### config.mk
export PLATFORM = sky130hd
export DESIGN_NAME = disk_break_error_control
export DESIGN_NICKNAME = d
export VERILOG_FILES = /design/src/common/disk_ctl_pkg.sv /design/src/design/addr_chain.sv /design/src/design/disk_break_error_control.sv
export SDC_FILE = /design/constraint.sdc
export NUM_CORES = 1
export LEC_CHECK = 0
export BUFFER_PORTS_ARGS = -buffer_cell sky130_fd_sc_hd__buf_2
export CAP_MARGIN = 20
export CORE_UTILIZATION = 35
export CTS_BUF_LIST = sky130_fd_sc_hd__clkbuf_8 sky130_fd_sc_hd__clkbuf_16
export DETAILED_ROUTE_END_ITERATION = 10
export PLACE_DENSITY = 0.69
export SYNTH_ARGS = -nofsm -noshare
export SYNTH_HDL_FRONTEND = slang
export SYNTH_SLANG_ARGS = --single-unit
### constraint.sdc
create_clock -name pclk -period 2.66 [get_ports pclk]
set_input_delay 0 -clock pclk [delete_from_list [all_inputs] [get_ports pclk]]
set_output_delay 0 -clock pclk [all_outputs]
set_load 0.005 [all_outputs]
### src/common/disk_ctl_pkg.sv
// constants shared by the disk break/error control
`default_nettype none
package disk_ctl_pkg;
   // register byte offsets
   localparam logic [7:0] OFS_STATUS  = 8'h00;
   localparam logic [7:0] OFS_IRQ_ST  = 8'h04;
   localparam logic [7:0] OFS_IRQ_CLR = 8'h08;
   localparam logic [7:0] OFS_IRQ_EN  = 8'h0C;
   localparam logic [7:0] OFS_ADDR    = 8'h10;
   localparam logic [7:0] OFS_EXT     = 8'h14;
   // status register bit positions
   localparam int ST_LATE  = 0;
   localparam int ST_PEND  = 1;
   localparam int ST_SHOK  = 2;
   localparam int ST_PWRUP = 3;
   // interrupt bits
   localparam int IRQ_W     = 2;
   localparam int IRQ_LATE  = 0;
   localparam int IRQ_FIXED = 1;
   // widths
   localparam int AW  = 12;
   localparam int EXW = 3;
   // instruction codes, octal 6614 and 6615
   localparam logic [11:0] CODE_LOAD_EXT = 12'h0D8C;
   localparam logic [11:0] CODE_READ_EXT = 12'h0D8D;
   // shift pulses per word, one extra for the held top bit
   localparam logic [3:0] SHIFTS_DATA = 4'hC;
   localparam logic [3:0] SHIFTS_ALL  = 4'hD;
   localparam logic [AW-1:0] ADDR_ONE  = 12'h001;
   localparam logic [31:0] ZERO32 = 32'h0000_0000;
endpackage
`default_nettype wire

### src/design/addr_chain.sv
// serial disk address adder with shift window and redundant copy
`default_nettype none
module addr_chain (
   // clock and reset
   input  wire logic                         pclk,
   input  wire logic                         presetn,
   // word timing
   input  wire logic                         word_start,
   input  wire logic                         shift_pulse,
   input  wire logic                         shift_window,
   input  wire logic                         word_check,
   // results
   output logic [disk_ctl_pkg::AW-1:0]       disk_addr,
   output logic                              addr_fixed
);
   logic [disk_ctl_pkg::AW-1:0] shreg_r;
   logic [disk_ctl_pkg::AW-1:0] shadow_r;
   logic [disk_ctl_pkg::AW-1:0] addr_r;
   logic [3:0]                  cnt_r;
   logic                        carry_r;
   logic                        lsb_r;
   logic                        fire_r;
   logic                        fixed_r;
   wire                         gated;
   wire                         in_data;
   wire                         good;

   // pulses outside the window are noise and never reach the chain
   assign gated   = shift_pulse & shift_window;
   assign in_data = cnt_r < disk_ctl_pkg::SHIFTS_DATA;
   assign good    = (cnt_r == disk_ctl_pkg::SHIFTS_ALL) && (shreg_r == shadow_r);

   // serial increment; carry fires a cycle after the shift to avoid the race
   always_ff @(posedge pclk or negedge presetn) begin
      if (!presetn) begin
         shreg_r  <= '0;
         shadow_r <= '0;
         addr_r   <= '0;
         cnt_r    <= '0;
         carry_r  <= 1'b0;
         lsb_r    <= 1'b0;
         fire_r   <= 1'b0;
         fixed_r  <= 1'b0;
      end else begin
         fire_r  <= 1'b0;
         fixed_r <= 1'b0;
         if (word_start) begin
            shreg_r  <= addr_r;
            shadow_r <= addr_r + disk_ctl_pkg::ADDR_ONE;
            cnt_r    <= '0;
            carry_r  <= 1'b1;
         end else if (word_check) begin
            addr_r  <= good ? shreg_r : shadow_r;
            fixed_r <= ~good;
         end else begin
            if (gated && in_data) begin
               shreg_r <= {shreg_r[0] ^ carry_r, shreg_r[disk_ctl_pkg::AW-1:1]};
               lsb_r   <= shreg_r[0];
               fire_r  <= 1'b1;
            end
            // extra pulse only counts: the top bit is held one more shift;
            // later pulses count on so a gained one fails the check
            if (gated && cnt_r != '1) begin
               cnt_r <= cnt_r + 4'h1;
            end
            if (fire_r) begin
               carry_r <= lsb_r & carry_r;
            end
         end
      end
   end

   assign disk_addr  = addr_r;
   assign addr_fixed = fixed_r;

   a_carry_late: assert property (@(posedge pclk) disable iff (!presetn)
      (gated && in_data && !word_start && !word_check) |=> fire_r)
      else $error("carry not fired one cycle after shift");
   a_window_gate: assert property (@(posedge pclk) disable iff (!presetn)
      (!shift_window && !word_start && !word_check) |=> $stable(cnt_r))
      else $error("shift counted outside window");
   a_fix_mismatch: assert property (@(posedge pclk) disable iff (!presetn)
      (word_check && !word_start && !good) |=> (addr_r == $past(shadow_r)) && fixed_r)
      else $error("bad address not corrected");
endmodule
`default_nettype wire

### src/design/disk_break_error_control.sv
// status, error detection and instruction decode of the disk control
`default_nettype none
// How it works
// address compare while break still pending sets the data-late flag
// data-late flag holds through later breaks; only system clear drops it
// code 6615 fully decoded, never taken as 6614 loading the count
// extended address loads from the accumulator on a one-cycle strobe only
// top address bit held one extra shift; carry fires a cycle later
// redundant address copy compared after shifting; mismatch restores it
// shift pulses accepted only inside the timing window
// word written before its data arrived is reported via data-late flag
// after power-up shift-permitted stays set until first instruction
module disk_break_error_control (
   // clock and reset
   input  wire logic                         pclk,
   input  wire logic                         presetn,
   // apb slave
   input  wire logic                         psel,
   input  wire logic                         penable,
   input  wire logic                         pwrite,
   input  wire logic [7:0]                   paddr,
   input  wire logic [31:0]                  pwdata,
   output logic [31:0]                       prdata,
   output logic                              pready,
   output logic                              pslverr,
   // processor instruction side
   input  wire logic                         io_transfer_instruction,
   input  wire logic [11:0]                  instr_code,
   input  wire logic [11:0]                  ac_in,
   output logic [11:0]                       ac_out,
   // data break side
   input  wire logic                         break_request,
   input  wire logic                         break_done,
   input  wire logic                         addr_compare,
   input  wire logic                         word_written,
   input  wire logic                         sys_clear,
   // disk timing side
   input  wire logic                         word_start,
   input  wire logic                         shift_pulse,
   input  wire logic                         shift_window,
   input  wire logic                         word_check,
   input  wire logic                         gap_detect,
   output logic                              shift_ok,
   // interrupt
   output logic                              irq
);
   // ==========================================================
   // state
   logic                             break_pending_ff;
   logic                             data_late_flag;
   logic                             instr_q_r;
   logic                             pwrup_hold_r;
   logic                             gap_r;
   logic [disk_ctl_pkg::EXW-1:0]     extended_mem_addr_reg;
   logic [disk_ctl_pkg::EXW-1:0]     extended_disk_addr_count;
   logic [11:0]                      ac_out_r;
   logic [disk_ctl_pkg::IRQ_W-1:0]   irq_st_r;
   logic [disk_ctl_pkg::IRQ_W-1:0]   irq_st_nxt;
   logic [disk_ctl_pkg::IRQ_W-1:0]   irq_en_r;
   logic [31:0]                      prdata_r;
   logic [disk_ctl_pkg::AW-1:0]      disk_addr;
   logic                             addr_fixed;
   wire                              instr_strobe;
   wire                              dec_load;
   wire                              dec_read;
   wire                              late_evt;
   wire                              late_set;
   wire                              acc;
   wire                              wr;
   wire                              rd;
   wire                              hit_st;
   wire                              hit_ist;
   wire                              hit_clr;
   wire                              hit_en;
   wire                              hit_addr;
   wire                              hit_ext;
   wire                              mapped;
   wire [31:0]                       rd_mux;
   wire [disk_ctl_pkg::IRQ_W-1:0]    evt;
   wire [disk_ctl_pkg::IRQ_W-1:0]    clr;

   // ==========================================================
   // address chain
   addr_chain u_chain (
      .pclk         (pclk),
      .presetn      (presetn),
      .word_start   (word_start),
      .shift_pulse  (shift_pulse),
      .shift_window (shift_window),
      .word_check   (word_check),
      .disk_addr    (disk_addr),
      .addr_fixed   (addr_fixed)
   );

   // ==========================================================
   // instruction decode
   // strobe is the first cycle of the instruction only, so later ac edges miss
   assign instr_strobe = io_transfer_instruction & ~instr_q_r;
   // exact twelve-bit match keeps the two codes apart
   assign dec_load = instr_strobe && (instr_code == disk_ctl_pkg::CODE_LOAD_EXT);
   assign dec_read = instr_strobe && (instr_code == disk_ctl_pkg::CODE_READ_EXT);

   // edge memory for the strobe
   always_ff @(posedge pclk or negedge presetn) begin
      if (!presetn) begin
         instr_q_r <= 1'b0;
      end else begin
         instr_q_r <= io_transfer_instruction;
      end
   end

   // extended address register and its counter
   always_ff @(posedge pclk or negedge presetn) begin
      if (!presetn) begin
         extended_mem_addr_reg    <= '0;
         extended_disk_addr_count <= '0;
         ac_out_r                 <= '0;
      end else begin
         if (dec_load) begin
            extended_mem_addr_reg    <= ac_in[disk_ctl_pkg::EXW-1:0];
            extended_disk_addr_count <= ac_in[disk_ctl_pkg::EXW-1:0];
         end else if (break_done) begin
            extended_disk_addr_count <= extended_disk_addr_count + 3'h1;
         end
         if (dec_read) begin
            ac_out_r <= {9'h000, extended_disk_addr_count};
         end
      end
   end

   // ==========================================================
   // break pending and data late
   // a word gone to the disk with its break still pending is late
   assign late_evt = (addr_compare | word_written) & break_pending_ff;
   assign late_set = late_evt;

   // late flag: set wins, system clear only drops it
   always_ff @(posedge pclk or negedge presetn) begin
      if (!presetn) begin
         break_pending_ff <= 1'b0;
         data_late_flag   <= 1'b0;
      end else begin
         if (break_request) begin
            break_pending_ff <= 1'b1;
         end else if (break_done || sys_clear) begin
            break_pending_ff <= 1'b0;
         end
         if (late_set) begin
            data_late_flag <= 1'b1;
         end else if (sys_clear) begin
            data_late_flag <= 1'b0;
         end
      end
   end

   // ==========================================================
   // shift permitted
   // hold covers power-up when the gap timer has not seen a gap yet
   always_ff @(posedge pclk or negedge presetn) begin
      if (!presetn) begin
         pwrup_hold_r <= 1'b1;
         gap_r        <= 1'b0;
      end else begin
         if (instr_strobe) begin
            pwrup_hold_r <= 1'b0;
         end
         gap_r <= gap_detect;
      end
   end
   assign shift_ok = pwrup_hold_r | gap_r;

   // ==========================================================
   // apb decode
   assign acc      = psel & penable;
   assign wr       = acc & pwrite;
   assign rd       = acc & ~pwrite;
   assign hit_st   = paddr == disk_ctl_pkg::OFS_STATUS;
   assign hit_ist  = paddr == disk_ctl_pkg::OFS_IRQ_ST;
   assign hit_clr  = paddr == disk_ctl_pkg::OFS_IRQ_CLR;
   assign hit_en   = paddr == disk_ctl_pkg::OFS_IRQ_EN;
   assign hit_addr = paddr == disk_ctl_pkg::OFS_ADDR;
   assign hit_ext  = paddr == disk_ctl_pkg::OFS_EXT;
   assign mapped   = hit_st | hit_ist | hit_clr | hit_en | hit_addr | hit_ext;
   assign rd_mux   =
      hit_st   ? {28'h000_0000, ~pwrup_hold_r, shift_ok, break_pending_ff,
                  data_late_flag} :
      hit_ist  ? {30'h0000_0000, irq_st_r} :
      hit_en   ? {30'h0000_0000, irq_en_r} :
      hit_addr ? {20'h0_0000, disk_addr} :
      hit_ext  ? {26'h000_0000, extended_disk_addr_count, extended_mem_addr_reg} :
      disk_ctl_pkg::ZERO32;

   // zero wait states; read data registered at the end of the setup phase
   always_ff @(posedge pclk or negedge presetn) begin
      if (!presetn) begin
         prdata_r <= '0;
      end else if (psel && !penable && !pwrite) begin
         prdata_r <= rd_mux;
      end
   end
   assign prdata  = prdata_r;
   assign pready  = 1'b1;
   assign pslverr = acc & ~mapped;

   // ==========================================================
   // interrupts
   assign evt = {addr_fixed, late_evt};
   assign clr = (wr && hit_clr) ? pwdata[disk_ctl_pkg::IRQ_W-1:0] : '0;

   // event set wins over a clear in the same cycle
   always_comb begin
      irq_st_nxt = (irq_st_r & ~clr) | evt;
   end

   always_ff @(posedge pclk or negedge presetn) begin
      if (!presetn) begin
         irq_st_r <= '0;
         irq_en_r <= '0;
      end else begin
         irq_st_r <= irq_st_nxt;
         if (wr && hit_en) begin
            irq_en_r <= pwdata[disk_ctl_pkg::IRQ_W-1:0];
         end
      end
   end
   assign irq    = |(irq_st_r & irq_en_r);
   assign ac_out = ac_out_r;

   // ==========================================================
   // checks
   a_late_sets: assert property (@(posedge pclk) disable iff (!presetn)
      (addr_compare && break_pending_ff) |=> data_late_flag)
      else $error("late flag not set on pending compare");
   a_late_holds: assert property (@(posedge pclk) disable iff (!presetn)
      (data_late_flag && !sys_clear) |=> data_late_flag)
      else $error("late flag dropped without system clear");
   a_late_clear: assert property (@(posedge pclk) disable iff (!presetn)
      (sys_clear && !late_set) |=> !data_late_flag)
      else $error("system clear did not drop late flag");
   a_read_code_safe: assert property (@(posedge pclk) disable iff (!presetn)
      (instr_strobe && instr_code == disk_ctl_pkg::CODE_READ_EXT && !break_done)
      |=> $stable(extended_disk_addr_count))
      else $error("6615 disturbed the extended count");
   a_load_once: assert property (@(posedge pclk) disable iff (!presetn)
      (io_transfer_instruction && instr_q_r) |=> $stable(extended_mem_addr_reg))
      else $error("extended address loaded after first cycle");
   a_write_late: assert property (@(posedge pclk) disable iff (!presetn)
      (word_written && break_pending_ff) |=> data_late_flag && irq_st_r[0])
      else $error("late write not reported");
   a_pwrup_shift: assert property (@(posedge pclk) disable iff (!presetn)
      (pwrup_hold_r && !instr_strobe) |=> (pwrup_hold_r && shift_ok))
      else $error("shift permit dropped before first instruction");
   a_hold_ends: assert property (@(posedge pclk) disable iff (!presetn)
      instr_strobe |=> !pwrup_hold_r)
      else $error("power-up hold not ended by instruction");

   // late flag, break pending and the sticky bits behind them
   a_late_irq_set: assert property (@(posedge pclk) disable iff (!presetn)
      late_evt |=> irq_st_r[disk_ctl_pkg::IRQ_LATE])
      else $error("late event missed the status bit");
   a_late_no_cause: assert property (@(posedge pclk) disable iff (!presetn)
      (!data_late_flag && !late_set) |=> !data_late_flag)
      else $error("late flag set without a late event");
   a_irq_clear_bit: assert property (@(posedge pclk) disable iff (!presetn)
      (wr && hit_clr && pwdata[disk_ctl_pkg::IRQ_LATE] && !late_evt)
      |=> !irq_st_r[disk_ctl_pkg::IRQ_LATE])
      else $error("write one did not clear the late bit");
   a_pend_set: assert property (@(posedge pclk) disable iff (!presetn)
      break_request |=> break_pending_ff)
      else $error("break request not held pending");
   a_pend_clear: assert property (@(posedge pclk) disable iff (!presetn)
      (break_done && !break_request) |=> !break_pending_ff)
      else $error("break end did not clear pending");

   // instruction decode and the extended address
   a_load_ac: assert property (@(posedge pclk) disable iff (!presetn)
      dec_load |=> extended_mem_addr_reg == $past(ac_in[disk_ctl_pkg::EXW-1:0]))
      else $error("extended address not taken on first cycle");
   a_load_exact: assert property (@(posedge pclk) disable iff (!presetn)
      (instr_strobe && instr_code != disk_ctl_pkg::CODE_LOAD_EXT)
      |=> $stable(extended_mem_addr_reg))
      else $error("other code loaded the extended address");
   a_read_answer: assert property (@(posedge pclk) disable iff (!presetn)
      dec_read |=> ac_out_r == {9'h000, $past(extended_disk_addr_count)})
      else $error("count not returned on read code");
   a_ac_out_hold: assert property (@(posedge pclk) disable iff (!presetn)
      !dec_read |=> $stable(ac_out_r))
      else $error("accumulator output moved without read code");
   a_count_step: assert property (@(posedge pclk) disable iff (!presetn)
      (break_done && !dec_load)
      |=> extended_disk_addr_count == $past(extended_disk_addr_count) + 3'h1)
      else $error("extended count did not step on break end");

   // address repair and register access
   a_fix_irq_set: assert property (@(posedge pclk) disable iff (!presetn)
      addr_fixed |=> irq_st_r[disk_ctl_pkg::IRQ_FIXED])
      else $error("address repair missed the status bit");
   a_en_write: assert property (@(posedge pclk) disable iff (!presetn)
      (wr && hit_en) |=> irq_en_r == $past(pwdata[disk_ctl_pkg::IRQ_W-1:0]))
      else $error("enable write not stored");
   a_status_read: assert property (@(posedge pclk) disable iff (!presetn)
      (psel && !penable && !pwrite && hit_st)
      |=> prdata_r[disk_ctl_pkg::ST_LATE] == $past(data_late_flag)
          && prdata_r[disk_ctl_pkg::ST_PEND] == $past(break_pending_ff))
      else $error("status read data wrong");
endmodule
`default_nettype wire

==> flow_summary.toml, run 1 <==
[clock_network]
clk_pin_slew_ns = 0.08
clock_path_buffers = 2
cts_tree = "built"
cts_made_buffers = 9
insertion_delay_ns = 0.35
root_buffer = "clkbuf_8"
htreeDepth = 3
clock_sinks = 74

[sta]
fmaxAchievable_mhz = 456
setup_viol = 0
rsz0062_at_grt = "no"
fin_setup_tns_ns = 0
worst_pin_slew_ns = 0.761
post-route-period-util_pct = 82.5
drv_slew = 0
finalHoldViolCount = 0
relSlewSlack_pct = 49.3
period_minus_slack_ns = 2.19
clock_skew_ns = 0.0153
hold_ws_ns = 0.0237

[logic_synthesis]
ys_seq_elements = 74
synth_cell_types = 43
ys.flop_type = "dfrtp_1"
synth_top_area_share_pct = 49.2
synth-edff-count = 0
ys_seq_area_share_pct = 49.9
syn_inst = 349
syn_area_mm2 = 0.00371
synth_top_area_cell = "dfrtp_1"
synthArstFlopShare_pct = 100
yosysWarnings = 0
netlist_top_cells_area = "dfrtp_1, mux2_2, buf_4"
avgSynthCellArea_um2 = 10.6

[placement]
dpl_cell_area_mm2 = 0.00403
gp_congestion = 0.824
port_buffers = 58
dpl.hpwl_um = 5210

[pwr]
p_seq_share_pct = 49.8
switching_share_pct = 31.6
p_leak_nw = 2.04
power_switching_mw = 1.11
combPwrFrac_pct = 22.9
clock_power_share_pct = 27.3
ir_drop_uv = 423
p_total_mw = 3.50
p_int_mw = 2.39
powerDensity_mw_per_mm2 = 789

[final_layout]
drive_gt1_share_pct = 24.9
num_antenna_cells = 0
most-common-layout-cells = "dfrtp_1, buf_2, conb_1"
fin_area_mm2 = 0.00443
final_common_cell = "dfrtp_1"
area_delta_synth_final_pct = 19.3
fin_nets = 505

[die]
initial_core_util_pct = 36.0
core_region_area_mm2 = 0.0103
num_rows = 37
die_w_um = 105
die_area_mm2 = 0.0110
die_y_um = 105
io_pins = 128

[min_path]
hold_path_class = "primary input to flop"

[worst_setup_path]
crit_end = "extended_disk_addr_count[0]"
regToRegEndpoint = "extended_disk_addr_count[0]"
cp-start-kind = "flop"
reg2reg_setup_slack_ns = 0.47
crit_path_end_kind = "flop"
crit_arrival_ns = 2.43
worstSetupPathType = "flop to flop"
cp-startpoint = "instr_q_r"
regToRegStartpoint = "instr_q_r"
crit_fanout = 9
required_ns = 2.90
reg2reg_depth = 5

[routing]
drc = 0
via_count = 2719
wire_per_inst_um = 13.6
dr.pass1.iters = 5
ant_nets = 0
avgViaCountPerCell = 4.84
drt_iter0_drc = 247
routed_wl_um = 7660

[grt]
grt_pass1_vias = 2634
grtUsageTotal_pct = 14.9
grt_max_degree = 65
grt_overflow = 0
antenna_found_initial = 0
grt_pass1_wl_um = 12800

[job]
cap_violations = 0

[status]
outcome = "finished clean"
-- layer usage --
layer	GRT usage [%]	vias up	wire [um]	part of all wire, %
met3	4.37	10	417	5.4
met4	4.43	0	96	1.3
met1	18.9	1307	3470	45
li1	-	1309	-	-
met5	0	-	0	0
met2	24.5	93	3680	48
-- worst max-delay path: stages (launching register included) --
cell,delay [ns]
dfrtp_1,0.38
nor4b_1,0.29
nand4_1,0.17
nor3_2,0.48
o21ai_0,0.18
dlygate4sd3_1,0.58
-- synth_stat cells, types with 4 or more instances --
| cell type | number |
|---|---|
| nor3_1 | 8 |
| inv_1 | 19 |
| xnor2_1 | 14 |
| nor2_1 | 23 |
| mux2i_1 | 6 |
| dfrtp_1 | 73 |
| a22o_1 | 7 |
| a21oi_1 | 17 |
| mux2_2 | 23 |
| buf_4 | 30 |
| a21o_1 | 5 |
| ha_1 | 4 |
| nand2_1 | 22 |
| nor2b_1 | 4 |
| clkbuf_1 | 15 |
| nand3_1 | 6 |
| xor2_1 | 12 |
| nand4_1 | 6 |
| a222oi_1 | 12 |
| o21ai_0 | 11 |
-- kinds of logic (layout without fill, tap and decap cells) --
| group | count (synthesis) | count (layout) | synth area share (%) |
|---|---|---|---|
| AOI/OAI and AO/OA | 63 | 63 | 12.1 |
| other | 2 | 30 | 0.202 |
| xor gates and xnor gates | 26 | 26 | 6.13 |
| buffers and inverters | 66 | 115 | 9.77 |
| muxes | 29 | 29 | 8.59 |
| DFF | 74 | 74 | 49.9 |
| and+or+nand+nor | 85 | 85 | 12.0 |
| adders and majority gates | 4 | 4 | 1.35 |
-- layout make-up --
type,instances,area (um2)
Fill cell,977,5890
Sequential cell,74,1850
Multi-Input combinational cell,237,1600
Timing Repair Buffer,80,513
Tap cell,136,170
Clock buffer,10,138
Clock inverter,6,82.6
Inverter,19,71.3
-- how the worst min path moves through the flow --
stage	from	endpoint	slack, ns	cells after the start
global placement	presetn	u_chain.shadow_r[11]	-0.11	1
detailed placement	presetn	u_chain.carry_r	-0.11	1
finish	break_done	extended_disk_addr_count[1]	0.02	3
floorplan	presetn	ac_out[0]	-0.30	0
global route	break_done	extended_disk_addr_count[1]	0.02	3
CTS	break_done	extended_disk_addr_count[1]	0.0002	3
-- power by group through the flow --
stage	combinational, mW	clock, mW	sequential (mW)
3_5_place_dp	0.769	0	1.76
6_report	0.799	0.954	1.74
5_1_grt	0.908	1.03	1.79
3_3_place_gp	0.748	0	1.75
4_1_cts	0.808	0.986	1.74
2_1_floorplan	0.668	0	1.63
-- per-stage QoR --
step | utilization, % | cells | worst slack [ns]
finish | 42.9 | 562 | 0.466
global route | 42.9 | 562 | 0.183
CTS | 42.9 | 562 | 0.462
detailed placement | 39.0 | 528 | 0.814
global placement | 39.0 | 528 | 0.835
floorplan | - | 377 | 1.02
-- timing repair --
item / 4_1_cts / 5_1_grt
hold endpoints to repair: 89 / 0
buffers inserted: 0 / 0
hold buffers: 18 / 0
resized for setup: 0 / 0
Power figures use the tool's default switching activity.
==> run 2, diff against run 1 <==
--- a/config.mk
+++ b/config.mk
@@ -10,7 +10,7 @@
 export CORE_UTILIZATION = 35
 export CTS_BUF_LIST = sky130_fd_sc_hd__clkbuf_8 sky130_fd_sc_hd__clkbuf_16
 export DETAILED_ROUTE_END_ITERATION = 10
-export PLACE_DENSITY = 0.69
+export PLACE_DENSITY = 0.72
 export SYNTH_ARGS = -nofsm -noshare
 export SYNTH_HDL_FRONTEND = slang
 export SYNTH_SLANG_ARGS = --single-unit
==> constraint.sdc (replaced) <==
create_clock -name pclk -period 2 [get_ports pclk]
set_input_delay 0 -clock pclk [delete_from_list [all_inputs] [get_ports pclk]]
set_output_delay 0 -clock pclk [all_outputs]
set_load 0.005 [all_outputs]
==> run 2 against run 1 <==
Global-route usage is 0.27 points lower. Wire length down 1.2%. Final area up 0.34%. Combinational power rose by 33%. Clock skew down 0.0072 ns. Flip-flop and latch count stayed put. Sequential share of layout area down 0.14 points. Die area is the same. Worst hold slack better by 0.027 ns. Total power rose by 34%. Cell count is 0.36% higher. Critical path type unchanged. Largest cell class unchanged. Largest power group unchanged.
==> flow_summary.toml, run 2 (synthesis results as in run 1) <==
[grt]
grtUsageTotal_pct = 14.6
grt_max_degree = 33
grt_overflow = 0
antenna_found_initial = 0
grt_pass1_vias = 2675
grt_pass1_wl_um = 12800

[placement]
dpl.hpwl_um = 5360
placedCellCount = 532
gp_congestion = 0.845
port_buffers = 58

[die]
initial_core_util_pct = 36.0
die_w_um = 105
core_region_area_mm2 = 0.0103
die_y_um = 105
io_pins = 128
die_area_mm2 = 0.0110
num_rows = 37

[routing]
avgViaCountPerCell = 4.82
drt_iter0_drc = 211
ant_nets = 0
drc = 0
via_count = 2721
dr.pass1.iters = 8
wire_per_inst_um = 13.4
routed_wl_um = 7570

[clock_network]
clk_pin_slew_ns = 0.09
insertion_delay_ns = 0.35
cts_made_buffers = 9
post-cts-setup-buffer-count = 0
cts_tree = "built"
htreeDepth = 3
clock_path_buffers = 2
clock_sinks = 74
root_buffer = "clkbuf_8"

[final_layout]
drive_gt1_share_pct = 25.9
most-common-layout-cells = "dfrtp_1, buf_2, conb_1"
utilization_pct = 43.1
num_antenna_cells = 0
final_common_cell = "dfrtp_1"
area_delta_synth_final_pct = 19.7
fin_cells = 564
fin_nets = 507

[worst_setup_path]
crit_arrival_ns = 1.92
crit_path_end_kind = "flop"
crit_fanout = 3
reg2reg_setup_slack_ns = 0.32
regToRegEndpoint = "ac_out[1]"
required_ns = 2.24
cp-start-kind = "flop"
regToRegStartpoint = "instr_q_r"
reg2reg_depth = 4
worstSetupPathType = "flop to flop"

[sta]
fmaxAchievable_mhz = 595
setup_viol = 0
drv_slew = 0
clock_skew_ns = 0.00812
fin_setup_tns_ns = 0
finalHoldViolCount = 0
rsz0062_at_grt = "no"
post-route-period-util_pct = 84.0
period_minus_slack_ns = 1.68

[pwr]
p_leak_nw = 2.04
p_total_mw = 4.68
power_switching_mw = 1.52
switching_share_pct = 32.6
p_int_mw = 3.15
p_seq_share_pct = 49.6
combPwrFrac_pct = 22.6
ir_drop_uv = 426
powerDensity_mw_per_mm2 = 1050
clock_power_share_pct = 27.8

[min_path]
hold_path_end = "u_chain.cnt_r[2]"
hold_depth = 2
min_from = "word_start"
hold_path_class = "primary input to flop"

[status]
outcome = "finished clean"

[job]
cap_violations = 0
==> run 2: worst max-delay path by stage <==
stage                                     to  depth (start not counted)  startpoint  slack (ns)
floorplan           extended_mem_addr_reg[0]                          4   instr_q_r        0.36
global placement                   ac_out[2]                          4   instr_q_r        0.32
detailed placement                 ac_out[1]                          4   instr_q_r        0.32
CTS                                ac_out[1]                          4   instr_q_r        0.31
global route                       ac_out[1]                          4   instr_q_r        0.22
finish                             ac_out[1]                          4   instr_q_r        0.32
==> run 2: power groups by stage <==
stage / clock network [mW] / registers [mW] / logic (mW)
after floorplan: 0 / 2.17 / 0.888
after global placement: 0 / 2.32 / 0.999
after detailed placement: 0 / 2.35 / 1.03
after CTS: 1.33 / 2.32 / 1.07
after global routing: 1.39 / 2.37 / 1.20
final: 1.30 / 2.32 / 1.06
==> run 2: per-stage QoR <==
stage	hold WS [ns]	area [um2]	setup WS [ns]
global placement	-0.0369	4060	0.322
CTS	0.0387	4450	0.306
global route	0.0539	4450	0.225
finish	0.0503	4450	0.319
floorplan	-0.296	3820	0.363
detailed placement	-0.0369	4060	0.320
==> run 2: cell type report <==
type,instances,area [um2]
fillers,924,5880
flip-flops and latches,74,1850
multi-input cells,237,1600
repair buffers,82,523
well taps,136,170
clock buffers,9,124
clock inverters,7,101
inverters,19,71.3
==> run 2: what timing repair did <==
| action | 4_1_cts | 5_1_grt |
|---|---|---|
| hold buffers | 16 | 0 |
| hold endpoints to repair | 63 | 0 |
| gates resized for setup | 0 | 0 |
==> run 2: critical path: stages (launching register included) <==
cell and delay, ns:
dfrtp_1 0.39, nor4b_1 0.30, nand4_1 0.16, or3_1 0.44, mux2_2 0.29
==> run 2: metal layers <==
metal | track usage [%] | part of all wire (%) | vias to the layer above
li1 | - | - | 1318
met5 | 0 | 0 | -
met2 | 23.9 | 49 | 97
met1 | 19.1 | 45 | 1300
met4 | 6.04 | 0.75 | 0
met3 | 2.62 | 4.8 | 6
